`src/common/ces_regs.svh`:
```
`ifndef CES_REGS_SVH
`define CES_REGS_SVH
`define CES_A_CTRL 8'h00
`define CES_A_RETRY 8'h04
`define CES_A_CHECK 8'h08
`define CES_A_STOPSEL 8'h0c
`define CES_A_FALLBK 8'h10
`define CES_A_MAXSPD 8'h14
`define CES_A_EXTDISP 8'h18
`define CES_A_STATUS 8'h1c
`define CES_A_SPEED 8'h20
`define CES_A_IRQ_STAT 8'h24
`define CES_A_IRQ_MASK 8'h28
`define CES_CTRL_NET 0
`define CES_CTRL_MODBUS 1
`define CES_CTRL_CLEAR 2
`define CES_IRQ_TRIP 0
`define CES_IRQ_LINK 1
`define CES_IRQ_ALARM 2
`define CES_DISABLE 16'h270f
`define CES_RETRY_MAX 16'h000a
`define CES_CHECK_MAX 16'h270e
`define CES_FALLBK_MAX_SMALL 16'h2ee0
`define CES_FALLBK_MAX_LARGE 16'h1f40
`define CES_RST_RETRY 16'h0001
`define CES_RST_CHECK 16'h0000
`define CES_RST_STOPSEL 2'h0
`define CES_RST_FALLBK 16'h270f
`define CES_RST_MAXSPD 16'h2ee0
`define CES_RST_EXTDISP 8'h00
`define CES_STEP_NS 100000000
`define CES_CLK_NS 5
`endif

```
`src/common/ces_pkg.sv`:
```
package ces_pkg;
   typedef enum logic [2:0] {
      CES_IDLE,
      CES_COAST,
      CES_DECEL,
      CES_STOPPED,
      CES_DECEL_AUTO,
      CES_FALLBACK
   } ces_state_t;

   typedef struct packed {
      logic [15:0] retry;
      logic [15:0] check;
      logic [1:0] stopsel;
      logic [15:0] fallbk;
      logic [15:0] maxspd;
      logic [7:0] extdisp;
      logic net;
      logic modbus;
   } ces_cfg_t;

   typedef struct packed {
      logic link_fault_code;
      logic fault_out;
      logic link_alarm_output;
      logic coast;
      logic decel;
      logic fallback;
      logic [15:0] speed;
   } ces_out_t;

   typedef struct packed {
      ces_cfg_t cfg;
      ces_state_t state;
      ces_out_t out;
      logic [3:0] errcnt;
      logic armed;
      logic link_err;
      logic [31:0] prescale;
      logic [15:0] tenths;
      logic [15:0] hold;
      logic [2:0] irq_stat;
      logic [2:0] irq_mask;
      logic irq;
      logic ack;
      logic [31:0] rdat;
   } ces_st_t;
endpackage : ces_pkg

```
`src/hw/ces_supervisor.sv`:
```
// Summary of operation
// - supervision acts only in network mode
// - trip when consecutive receive errors exceed limit
// - disabled retry limit: alarm instead of trip
// - retry counting only with computer-link protocol
// - trip when silence outlasts check interval
// - disabled check interval: no loss detection
// - zero interval faults on entering network mode
// - stop modes coast, decelerate, decelerate-restart
// - mode 3 runs at fallback, resumes after
// - fallback range by unit; 9999 keeps speed
// - fallback speed clamped to motor maximum
// - retry, check, stop-mode and fallback settings writable only when display select zero
// - any frame clears the check timer
// - loss checking starts at first frame
//
// Implementation choices: the register addresses and the Wishbone slave port.
`timescale 1ns/1ps
`include "ces_regs.svh"

module ces_supervisor #(
   parameter int unsigned TICK_CYCLES = `CES_STEP_NS / `CES_CLK_NS,
   parameter bit LARGE_UNIT = 1'b0
) (
   input wire logic clk_i,
   input wire logic rst_i,
   input wire logic wb_cyc_i,
   input wire logic wb_stb_i,
   input wire logic wb_we_i,
   input wire logic [31:0] wb_adr_i,
   input wire logic [3:0] wb_sel_i,
   input wire logic [31:0] wb_dat_i,
   output logic [31:0] wb_dat_o,
   output logic wb_ack_o,
   input wire logic frame_ok_i,
   input wire logic frame_err_i,
   input wire logic [15:0] speed_cmd_i,
   input wire logic motor_stopped_i,
   output logic link_fault_code_o,
   output logic fault_out_o,
   output logic link_alarm_output_o,
   output logic coast_o,
   output logic decel_o,
   output logic fallback_o,
   output logic [15:0] speed_o,
   output logic irq_o
);

   localparam logic [31:0] TICK_LAST = 32'(TICK_CYCLES - 1);
   localparam logic [15:0] FALLBK_MAX = LARGE_UNIT ? `CES_FALLBK_MAX_LARGE : `CES_FALLBK_MAX_SMALL;

   ces_pkg::ces_st_t s_q;
   ces_pkg::ces_st_t s_d;

   logic [31:0] rv;
   logic [31:0] wv;
   logic wr;
   logic unlock;
   logic clear_req;
   logic [2:0] w1c;
   logic [2:0] ev;
   logic any_frame;
   logic retry_on;
   logic retry_trip;
   logic alarm_rx;
   logic check_on;
   logic loss_trip;
   logic zero_trip;
   logic link_err;
   logic [15:0] fb;

   function automatic logic [31:0] ces_merge(
      input logic [31:0] old_v,
      input logic [31:0] new_v,
      input logic [3:0] sel
   );
      logic [31:0] r;
      r = old_v;
      for (int i = 0; i < 4; i++)
      begin
         if (sel[i])
         begin
            r[8*i +: 8] = new_v[8*i +: 8];
         end
      end
      return r;
   endfunction : ces_merge

   always_comb
   begin
      s_d = s_q;
      clear_req = 1'b0;
      w1c = 3'h0;
      ev = 3'h0;
      fb = 16'h0000;

      // register read mux; unmapped offsets read as zero
      case (wb_adr_i[7:0])
         `CES_A_CTRL: rv = {30'h0, s_q.cfg.modbus, s_q.cfg.net};
         `CES_A_RETRY: rv = {16'h0, s_q.cfg.retry};
         `CES_A_CHECK: rv = {16'h0, s_q.cfg.check};
         `CES_A_STOPSEL: rv = {30'h0, s_q.cfg.stopsel};
         `CES_A_FALLBK: rv = {16'h0, s_q.cfg.fallbk};
         `CES_A_MAXSPD: rv = {16'h0, s_q.cfg.maxspd};
         `CES_A_EXTDISP: rv = {24'h0, s_q.cfg.extdisp};
         `CES_A_STATUS: rv = {20'h0, s_q.errcnt, 1'b0, s_q.armed, s_q.out.fallback, s_q.out.decel,
                              s_q.out.coast, s_q.out.link_alarm_output, s_q.out.fault_out,
                              s_q.out.link_fault_code};
         `CES_A_SPEED: rv = {16'h0, s_q.out.speed};
         `CES_A_IRQ_STAT: rv = {29'h0, s_q.irq_stat};
         `CES_A_IRQ_MASK: rv = {29'h0, s_q.irq_mask};
         default: rv = 32'h0000_0000;
      endcase
      wv = ces_merge(rv, wb_dat_i, wb_sel_i);

      // ack one cycle after the strobe; the write lands on the edge the master sees ack
      s_d.ack = wb_cyc_i & wb_stb_i & ~s_q.ack;
      // read data stays zero outside the ack cycle, so bus data can be ored
      s_d.rdat = s_d.ack ? rv : 32'h0000_0000;
      wr = wb_cyc_i & wb_stb_i & wb_we_i & s_q.ack;
      unlock = (s_q.cfg.extdisp == 8'h00);

      if (wr)
      begin
         case (wb_adr_i[7:0])
            `CES_A_CTRL:
            begin
               s_d.cfg.net = wv[`CES_CTRL_NET];
               s_d.cfg.modbus = wv[`CES_CTRL_MODBUS];
               clear_req = wv[`CES_CTRL_CLEAR];
            end
            `CES_A_RETRY:
            begin
               // out-of-range values are dropped so the limit stays meaningful
               if (unlock && (wv[15:0] <= `CES_RETRY_MAX || wv[15:0] == `CES_DISABLE))
               begin
                  s_d.cfg.retry = wv[15:0];
               end
            end
            `CES_A_CHECK:
            begin
               if (unlock && (wv[15:0] <= `CES_CHECK_MAX || wv[15:0] == `CES_DISABLE))
               begin
                  s_d.cfg.check = wv[15:0];
               end
            end
            `CES_A_STOPSEL:
            begin
               if (unlock)
               begin
                  s_d.cfg.stopsel = wv[1:0];
               end
            end
            `CES_A_FALLBK:
            begin
               if (unlock && (wv[15:0] <= FALLBK_MAX || wv[15:0] == `CES_DISABLE))
               begin
                  s_d.cfg.fallbk = wv[15:0];
               end
            end
            `CES_A_MAXSPD: s_d.cfg.maxspd = wv[15:0];
            `CES_A_EXTDISP: s_d.cfg.extdisp = wv[7:0];
            `CES_A_IRQ_STAT:
            begin
               // only a written byte may clear; merged-in status ones must not
               w1c = wb_sel_i[0] ? wb_dat_i[2:0] : 3'h0;
            end
            `CES_A_IRQ_MASK: s_d.irq_mask = wv[2:0];
            default: s_d.irq_mask = s_q.irq_mask;
         endcase
      end

      any_frame = frame_ok_i | frame_err_i;

      // consecutive receive errors; leaving network mode forgets them
      // the count saturates so a long burst cannot wrap under the limit
      if (!s_q.cfg.net)
      begin
         s_d.errcnt = 4'h0;
      end
      else if (frame_ok_i)
      begin
         s_d.errcnt = 4'h0;
      end
      else if (frame_err_i && s_q.errcnt != 4'hf)
      begin
         s_d.errcnt = s_q.errcnt + 4'h1;
      end

      retry_on = s_q.cfg.net & ~s_q.cfg.modbus & (s_q.cfg.retry != `CES_DISABLE);
      retry_trip = retry_on & ({12'h000, s_q.errcnt} > s_q.cfg.retry);
      alarm_rx = s_q.cfg.net & ~s_q.cfg.modbus & (s_q.cfg.retry == `CES_DISABLE)
                 & (s_q.errcnt != 4'h0);

      // loss timer is armed by the first frame seen in network mode
      if (!s_q.cfg.net)
      begin
         s_d.armed = 1'b0;
      end
      else if (any_frame)
      begin
         s_d.armed = 1'b1;
      end

      // zero and the disable value are handled apart; the timer runs only for real intervals
      check_on = s_q.cfg.net & s_q.armed & (s_q.cfg.check != `CES_DISABLE)
                 & (s_q.cfg.check != 16'h0000);
      if (!check_on || any_frame)
      begin
         s_d.prescale = 32'h0000_0000;
         s_d.tenths = 16'h0000;
      end
      else if (s_q.prescale == TICK_LAST)
      begin
         s_d.prescale = 32'h0000_0000;
         if (s_q.tenths != 16'hffff)
         begin
            s_d.tenths = s_q.tenths + 16'h0001;
         end
      end
      else
      begin
         s_d.prescale = s_q.prescale + 32'h0000_0001;
      end
      // strictly greater: silence must outlast the interval
      loss_trip = check_on & (s_q.tenths > s_q.cfg.check);
      zero_trip = s_q.cfg.net & (s_q.cfg.check == 16'h0000);
      link_err = retry_trip | loss_trip | zero_trip;
      s_d.link_err = link_err;

      case (s_q.state)
         ces_pkg::CES_IDLE:
         begin
            if (link_err)
            begin
               ev[`CES_IRQ_TRIP] = 1'b1;
               case (s_q.cfg.stopsel)
                  2'h0: s_d.state = ces_pkg::CES_COAST;
                  2'h1: s_d.state = ces_pkg::CES_DECEL;
                  2'h2: s_d.state = ces_pkg::CES_DECEL_AUTO;
                  default:
                  begin
                     s_d.state = ces_pkg::CES_FALLBACK;
                     s_d.hold = speed_cmd_i;
                  end
               endcase
            end
         end
         ces_pkg::CES_COAST:
         begin
            // latched trip only leaves on a software clear once the error is gone
            if (clear_req && !link_err)
            begin
               s_d.state = ces_pkg::CES_IDLE;
            end
         end
         ces_pkg::CES_DECEL:
         begin
            if (motor_stopped_i)
            begin
               s_d.state = ces_pkg::CES_STOPPED;
            end
         end
         ces_pkg::CES_STOPPED:
         begin
            if (clear_req && !link_err)
            begin
               s_d.state = ces_pkg::CES_IDLE;
            end
         end
         ces_pkg::CES_DECEL_AUTO:
         begin
            // error gone even mid-deceleration: restart at once
            if (!link_err)
            begin
               s_d.state = ces_pkg::CES_IDLE;
            end
         end
         ces_pkg::CES_FALLBACK:
         begin
            if (!link_err)
            begin
               s_d.state = ces_pkg::CES_IDLE;
            end
         end
         default: s_d.state = ces_pkg::CES_IDLE;
      endcase

      s_d.out.coast = (s_d.state == ces_pkg::CES_COAST);
      s_d.out.decel = (s_d.state == ces_pkg::CES_DECEL) || (s_d.state == ces_pkg::CES_STOPPED)
                      || (s_d.state == ces_pkg::CES_DECEL_AUTO);
      s_d.out.fault_out = (s_d.state == ces_pkg::CES_COAST) || (s_d.state == ces_pkg::CES_STOPPED);
      s_d.out.link_fault_code = s_d.out.fault_out
                                || ((s_d.state == ces_pkg::CES_DECEL_AUTO) && motor_stopped_i);
      s_d.out.fallback = (s_d.state == ces_pkg::CES_FALLBACK);
      s_d.out.link_alarm_output = alarm_rx || (s_d.state == ces_pkg::CES_FALLBACK);

      // the clamp applies to a set fallback speed and to the held one alike
      fb = (s_q.cfg.fallbk == `CES_DISABLE) ? s_d.hold : s_q.cfg.fallbk;
      if (fb > s_q.cfg.maxspd)
      begin
         fb = s_q.cfg.maxspd;
      end
      s_d.out.speed = s_d.out.fallback ? fb : speed_cmd_i;

      ev[`CES_IRQ_LINK] = link_err & ~s_q.link_err;
      ev[`CES_IRQ_ALARM] = s_d.out.link_alarm_output & ~s_q.out.link_alarm_output;
      // a new event beats a clear in the same cycle
      s_d.irq_stat = (s_q.irq_stat & ~w1c) | ev;
      s_d.irq = |(s_d.irq_stat & s_d.irq_mask);
   end

   // reset loads the factory defaults of the settings; all else clears
   always_ff @(posedge clk_i)
   begin
      if (rst_i)
      begin
         s_q <= '0;
         s_q.state <= ces_pkg::CES_IDLE;
         s_q.cfg.retry <= `CES_RST_RETRY;
         s_q.cfg.check <= `CES_RST_CHECK;
         s_q.cfg.stopsel <= `CES_RST_STOPSEL;
         s_q.cfg.fallbk <= `CES_RST_FALLBK;
         s_q.cfg.maxspd <= `CES_RST_MAXSPD;
         s_q.cfg.extdisp <= `CES_RST_EXTDISP;
      end
      else
      begin
         s_q <= s_d;
      end
   end

   assign wb_dat_o = s_q.rdat;
   assign wb_ack_o = s_q.ack;
   assign link_fault_code_o = s_q.out.link_fault_code;
   assign fault_out_o = s_q.out.fault_out;
   assign link_alarm_output_o = s_q.out.link_alarm_output;
   assign coast_o = s_q.out.coast;
   assign decel_o = s_q.out.decel;
   assign fallback_o = s_q.out.fallback;
   assign speed_o = s_q.out.speed;
   assign irq_o = s_q.irq;

endmodule : ces_supervisor

```
`config.mk`:
```
export PLATFORM = sky130hd
export DESIGN_NAME = ces_supervisor
export DESIGN_NICKNAME = d
export VERILOG_FILES = /design/src/common/ces_pkg.sv /design/src/hw/ces_supervisor.sv
export VERILOG_INCLUDE_DIRS = /design/src /design/src/common
export SDC_FILE = /design/constraint.sdc
export NUM_CORES = 1
export LEC_CHECK = 0
export ABC_AREA = 1
export BUFFER_PORTS_ARGS = -buffer_cell sky130_fd_sc_hd__clkbuf_2
export CORE_UTILIZATION = 56
export DETAILED_ROUTE_END_ITERATION = 7
export PLACE_DENSITY = 0.89
export SYNTH_ARGS = -nofsm -noshare
export SYNTH_HDL_FRONTEND = slang
export SYNTH_SLANG_ARGS = --single-unit
```
`constraint.sdc`:
```
create_clock -name clk_i -period 5.8 [get_ports clk_i]
set_clock_uncertainty 0.05 [all_clocks]
set_input_delay 0.58 -clock clk_i [delete_from_list [all_inputs] [get_ports clk_i]]
set_output_delay 0.58 -clock clk_i [all_outputs]
set_load 0.01 [all_outputs]
```
-- Yosys cells after proc, flatten, opt, wreduce, memory -nomap -nowiden
Cells that the tools add are included.
- register bits after elaboration: 211
- input port bits: 92
- output and inout port bits: 56
- word-level logic and storage cells: 160
- $add $sub $neg: 3
- magnitude comparators: 6
- equality and inequality tests: 30
- mux-type cells: 24
- bitwise logic cells: 29
- reduce and logical (&&, ||, !) cells: 41
- operators by type and width (kind ; count):
    case mux 16 bit (11 select lines) ; 1
    2-to-1 mux 16 bit ; 6
    equality test 16 x 14 -> 1 bit, second input constant ; 3
    adder 32 x 1 -> 32 bit, second input constant ; 1
    equality test 32 x 25 -> 1 bit, second input constant ; 1
    equality test 8 x 5 -> 1 bit, second input constant ; 4
    greater-than comparator 16 bit ; 2
    less-or-equal comparator 16 x 14 -> 1 bit, second input constant ; 2
    != test 16 x 14 -> 1 bit, second input constant ; 2
    2-to-1 mux 3 bit ; 9
    equality test 8 x 6 -> 1 bit, second input constant ; 3
    adder 16 x 1 -> 16 bit, second input constant ; 1
    bitwise AND 1 bit ; 16
    equality test 8 x 4 -> 1 bit, second input constant ; 2
    greater-than comparator 4 x 16 -> 1 bit ; 1
    less-or-equal comparator 16 x 4 -> 1 bit, second input constant ; 1
    logical NOT 16 bit ; 1
    logical NOT 8 bit ; 2
    2-to-1 mux 8 bit ; 2
    != test 16 bit, second input constant ; 1
    nonzero test 16 bit ; 1
    equality test 3 x 2 -> 1 bit, second input constant ; 4
    equality test 3 bit, second input constant ; 4
    case mux 3 bit (4 select lines) ; 1
    other kinds (23) ; 62

-- Longest topological paths before layout
- word-level depth: 16
- mapped depth: 34
- mapped depth without buffers: 32

-- Worst setup path after synthesis
OpenSTA, ideal clock, no wires.
- path kind: reg-to-reg
- start: register s_q[186] in the netlist's numbering
- end: register s_q (netlist bit speed_o[12])
- setup time: 0.064 ns
- arrival time: 3.639 ns
- data required time: 5.686 ns
- setup slack: 2.047 ns
- stages on the path, launching flop included: 29
- path buffers: 3
- clock period less this slack: 3.753 ns
- cell sequence: dfxtp_1 inv_1 ha_1 nand2_1 nor2_1 nand4_1 nor2_1 nor2_1 nand2_1 nand2_1 nand3_1 inv_1 buf_2 o21ai_0 a21oi_1 ha_1 a21oi_1 nor2_1 a211oi_1 o21ai_0 nand3_1 nand3_1 nand2_1 clkbuf_1 buf_1 nand3_1 o21ai_0 nor2_1 nor2_1
- word-level cells in the longest chain between the ends: 12
- elaborated cells on any way between the ends: 23
- those cells by class: order compare (2); eq/ne (2); mux (9); bitwise (6); reduce/logical (4)
- ends and longest elaborated chain (element ; RTL line ; source):
    start, declared ; ces_supervisor.sv:52 ; ces_pkg::ces_st_t s_q;
    parallel branches: the longest is 5 deep, another holds greater-than comparator 16 bit ; - ;
    OR 1 bit * ; ces_supervisor.sv:228 ; link_err = retry_trip | loss_trip | zero_trip;
    2-to-1 mux 16 bit or logical NOT 1 bit (tied branches) ; - ;
    2-to-1 mux 16 bit or logical AND 1 bit (tied branches) ; ces_supervisor.sv:231, ces_supervisor.sv:252, ces_supervisor.sv:266 ;
    2-to-1 mux 16 bit or 2-to-1 mux 3 bit (tied branches) ; ces_supervisor.sv:299, ces_supervisor.sv:252, ces_supervisor.sv:266 ;
    greater-than comparator 16 bit or case mux 3 bit (4 select lines) (tied branches) ; ces_supervisor.sv:300, ces_supervisor.sv:231 ;
    2-to-1 mux 16 bit or equality test 3 bit (tied branches) ; ces_supervisor.sv:300, ces_supervisor.sv:295 ;
    2-to-1 mux 16 bit * ; ces_supervisor.sv:304 ; s_d.out.speed = s_d.out.fallback ? fb : speed_cmd_i;
Every way passes the cells marked *.
A chain may end at the register's enable or synchronous reset.

-- Worst setup path after layout
- start: register s_q[136] in the netlist's numbering
- end: register s_q (netlist bit speed_o[8])
- word-level cells in the longest chain between the ends: 12
- elaborated cells on any way between the ends: 23
- those cells by class: order compare (1); eq/ne (1); mux (9); bitwise (10); reduce/logical (2)
- ends and longest elaborated chain (element ; RTL line ; source):
    bitwise AND 1 bit (3 in a row) ; ces_supervisor.sv:206 ; check_on = s_q.cfg.net & s_q.armed & (s_q.cfg.check != `CES_DISABLE)
    bitwise AND 1 bit ; ces_supervisor.sv:226 ; loss_trip = check_on & (s_q.tenths > s_q.cfg.check);
    OR 1 bit ; ces_supervisor.sv:228 ;
    OR 1 bit * ; ces_supervisor.sv:228 ;
    2-to-1 mux 16 bit or logical NOT 1 bit (tied branches) ; - ;
    2-to-1 mux 16 bit or logical AND 1 bit (tied branches) ; ces_supervisor.sv:231, ces_supervisor.sv:252, ces_supervisor.sv:266 ;
    2-to-1 mux 16 bit or 2-to-1 mux 3 bit (tied branches) ; ces_supervisor.sv:299, ces_supervisor.sv:252, ces_supervisor.sv:266 ;
    greater-than comparator 16 bit or case mux 3 bit (4 select lines) (tied branches) ; ces_supervisor.sv:300, ces_supervisor.sv:231 ;
    2-to-1 mux 16 bit or equality test 3 bit (tied branches) ; ces_supervisor.sv:300, ces_supervisor.sv:295 ;
    2-to-1 mux 16 bit * ; ces_supervisor.sv:304 ;
Every way passes the cells marked *; elsewhere a longest branch is shown, timed or not.

==> flow_summary.json <==
{
  "path_common_cell": "nand3_1",
  "synth_mux_area_share_pct": 0,
  "period_needed_ns": 5.084,
  "grt_max_degree": 74,
  "die_area_mm2": 0.02080,
  "cts_setup_buffers": 0,
  "cp_max_fo": 30,
  "dp_hpwl_um": 22820,
  "layout_common_cells": "347 x nand2_1, 219 x nor2_1, 212 x inv_1",
  "netlist_instances": 1707,
  "yosys.area_share.simple_pct": 34.08,
  "postSynth.asyncResetShare_pct": 0,
  "areaGrowthSynthToFinish_pct": 7.433,
  "synth-seq-cells": 195,
  "fillers": 1741,
  "synth_compound_area_share_pct": 12.86,
  "grt_pass1_wl_um": 49360,
  "firstDrtPassIters": 6,
  "final_common_cell": "nand2_1",
  "start_util_pct": 57.64,
  "antenna_found_initial": 0,
  "multi_input_area_mm2": 0.005984,
  "coreArea_mm2": 0.01965,
  "clk_path_buf_depth": 2,
  "gr-total-overflow": 0,
  "drive_above_1_share_pct": 12.09,
  "grt_use_met3_pct": 5.795,
  "critical_path_class": "flip-flop to flip-flop",
  "postCtsHoldBufs": 0,
  "path_delay_family": "simple AND/OR/NAND/NOR gates",
  "regArea_mm2": 0.003904,
  "netlist_area_mm2": 0.01133,
  "h-tree-depth": 4,
  "io_pins": 148,
  "yosysSeqAreaShare_pct": 34.46,
  "tightest_slew_ns": 1.083,
  "synth-xor-area-share_pct": 0.5412,
  "tns_ns": 0,
  "outcome": "finished clean",
  "clock-sinks": 195,
  "ant_nets": 0,
  "cp.required_ns": 6.12,
  "synth_top_cell_area_share_pct": 34.46,
  "rsz0062_at_grt": "no",
  "busiest_layer": "met2",
  "avgViaCountPerCell": 5.675,
  "rows": 51,
  "cts_made_buffers": 17,
  "num_vias": 11450,
  "grt_pass1_vias": 10250,
  "cts_root_buffer": "clkbuf_16",
  "grt_use_met2_pct": 47.11,
  "synth.distinct_cells": 45,
  "met1_usage_pct": 40.43,
  "fmax_mhz": 196.7,
  "die_w_um": 144.2,
  "cpPeakStageDelay_ns": 0.60,
  "wl_per_cell_um": 15.30,
  "fin_nets": 1875,
  "fin_total_pwr_mw": 2.671,
  "irDropWorstVdd_uv": 240.2,
  "synth_ff_type": "dfxtp_1",
  "synthAdderAreaFrac_pct": 4.749,
  "p_per_area_mw_per_mm2": 219.5,
  "p_leak_nw": 5.571,
  "synth_area_per_cell_um2": 6.636,
  "cts_tree": "done",
  "grt_usage_pct": 30.38,
  "setup_viol": 0,
  "fin_crit_sh_pct": 87.66,
  "yosys_warnings": 0,
  "cp-end-kind": "flip-flop",
  "synth.top_cells.by_area": "dfxtp_1 34%, nand2_1 11%, nor2_1 7.3%",
  "drcViolationCount": 0,
  "dieHeight_um": 144.2,
  "antennaDiodeCount": 0,
  "hold_viol": 0,
  "drv_cap": 0,
  "portBuffers": 89,
  "yosys.area.top_type": "dfxtp_1",
  "wirelength_um": 30880,
  "worstPathArrival_ns": 5.41,
  "drv_slew": 0,
  "startpoint_type": "flip-flop",
  "hp-class": "primary input to flip-flop",
  "post_cts_resized": 0,
  "synth_edf_count": 0,
  "clk_latency_ns": 0.45,
  "dr.first_iter.drc_count": 1446,
  "gp_congestion": 0.9851,
  "slew_headroom_pct": 27.62,
  "clk_pin_slew_ns": 0.07,
  "crit_slowest_cell": "inv_1",
  "path_buf_inv": 5,
  "synth_top_family_by_area": "simple AND/OR/NAND/NOR gates"
}
[worst min-delay path, delay by kind of cell]
family / cells / cell delay, ns
buffers and inverters: 2 / 0.13
AOI/OAI and AO/OA: 1 / 0.07
[final timing paths]
path | slack, ns | start | endpoint | depth (start not counted)
worst max-delay path | 0.72 | s_q[136]$_SDFFE_PP0P_ | speed_o[8]$_SDFF_PP0_ | 25
worst min-delay path | 0.33 | motor_stopped_i | link_fault_code_o$_SDFF_PP0_ | 3
worst min register to register | 0.40 | s_q[72]$_SDFF_PP0_ | s_q[72]$_SDFF_PP0_ | 1
worst max register to register | 0.72 | s_q[136]$_SDFFE_PP0P_ | speed_o[8]$_SDFF_PP0_ | 25
[where the power goes]
group	internal [mW]	switching [mW]	total [mW]
logic	0.0394	0.102	0.141
clock network	0.641	0.540	1.18
registers	1.34	0.00540	1.35
total	2.02	0.647	2.67
[cells by family after synthesis]
logic type      after synthesis
xor+xnor                      7
fa+ha+maj                    43
flops                       195
compound gates              270
simple gates                863
buf+inv                     328
other cells                   1
[through the flow]
stage / instances / hold WS (ns) / util (%) / cell area (um^2) / setup WS [ns]
3_3_place_gp: 1986 / 0.3788 / 58.96 / 11590 / 1.134
3_5_place_dp: 1986 / 0.3910 / 58.96 / 11590 / 1.005
6_report: 2018 / 0.3262 / 61.92 / 12170 / 0.7157
2_1_floorplan: 1722 / 0.3675 / - / 11380 / 2.047
4_1_cts: 2018 / 0.3207 / 61.92 / 12170 / 0.8599
5_1_grt: 2018 / 0.3501 / 61.92 / 12170 / 0.2455
[routing by layer]
layer / wire (um) / share of wire (%)
met2: 13610 / 44
met1: 13070 / 42
met3: 3048 / 9.9
met5: 0 / 0
met4: 1154 / 3.7
[final cells by class]
cell class                 count  area share (%)
clock buffer                  22           3.979
multi-input combinational   1199           49.17
sequential                   195           32.08
clock inverter                10          0.8019
tap                          265           2.724
inverter                     230           7.094
timing repair buffer          97           4.153
[state kept, by name, summed over array words and instances, names as in the netlist]
register	flops
wb_dat_o	16
decel_o	1
fault_out_o	1
s_q	155
link_alarm_output_o	1
fallback_o	1
irq_o	1
wb_ack_o	1
link_fault_code_o	1
coast_o	1
speed_o	16
[cell usage after synthesis (9+ instances only)]
| master | instances |
|---|---|
| clkbuf_1 | 22 |
| a21oi_1 | 103 |
| o21ai_0 | 109 |
| dfxtp_1 | 195 |
| buf_4 | 49 |
| nor3_1 | 41 |
| ha_1 | 43 |
| inv_2 | 17 |
| or2_2 | 13 |
| nand2_1 | 347 |
| nor2_1 | 220 |
| inv_1 | 212 |
| nand3_1 | 133 |
| nand2_2 | 12 |
| nand4_1 | 31 |
| nor4_1 | 23 |
| a21oi_2 | 11 |
| buf_2 | 10 |
| o21ai_1 | 20 |
| nor3b_1 | 14 |
| nor2_2 | 9 |
No activity file was read; power rests on OpenSTA's default activity.
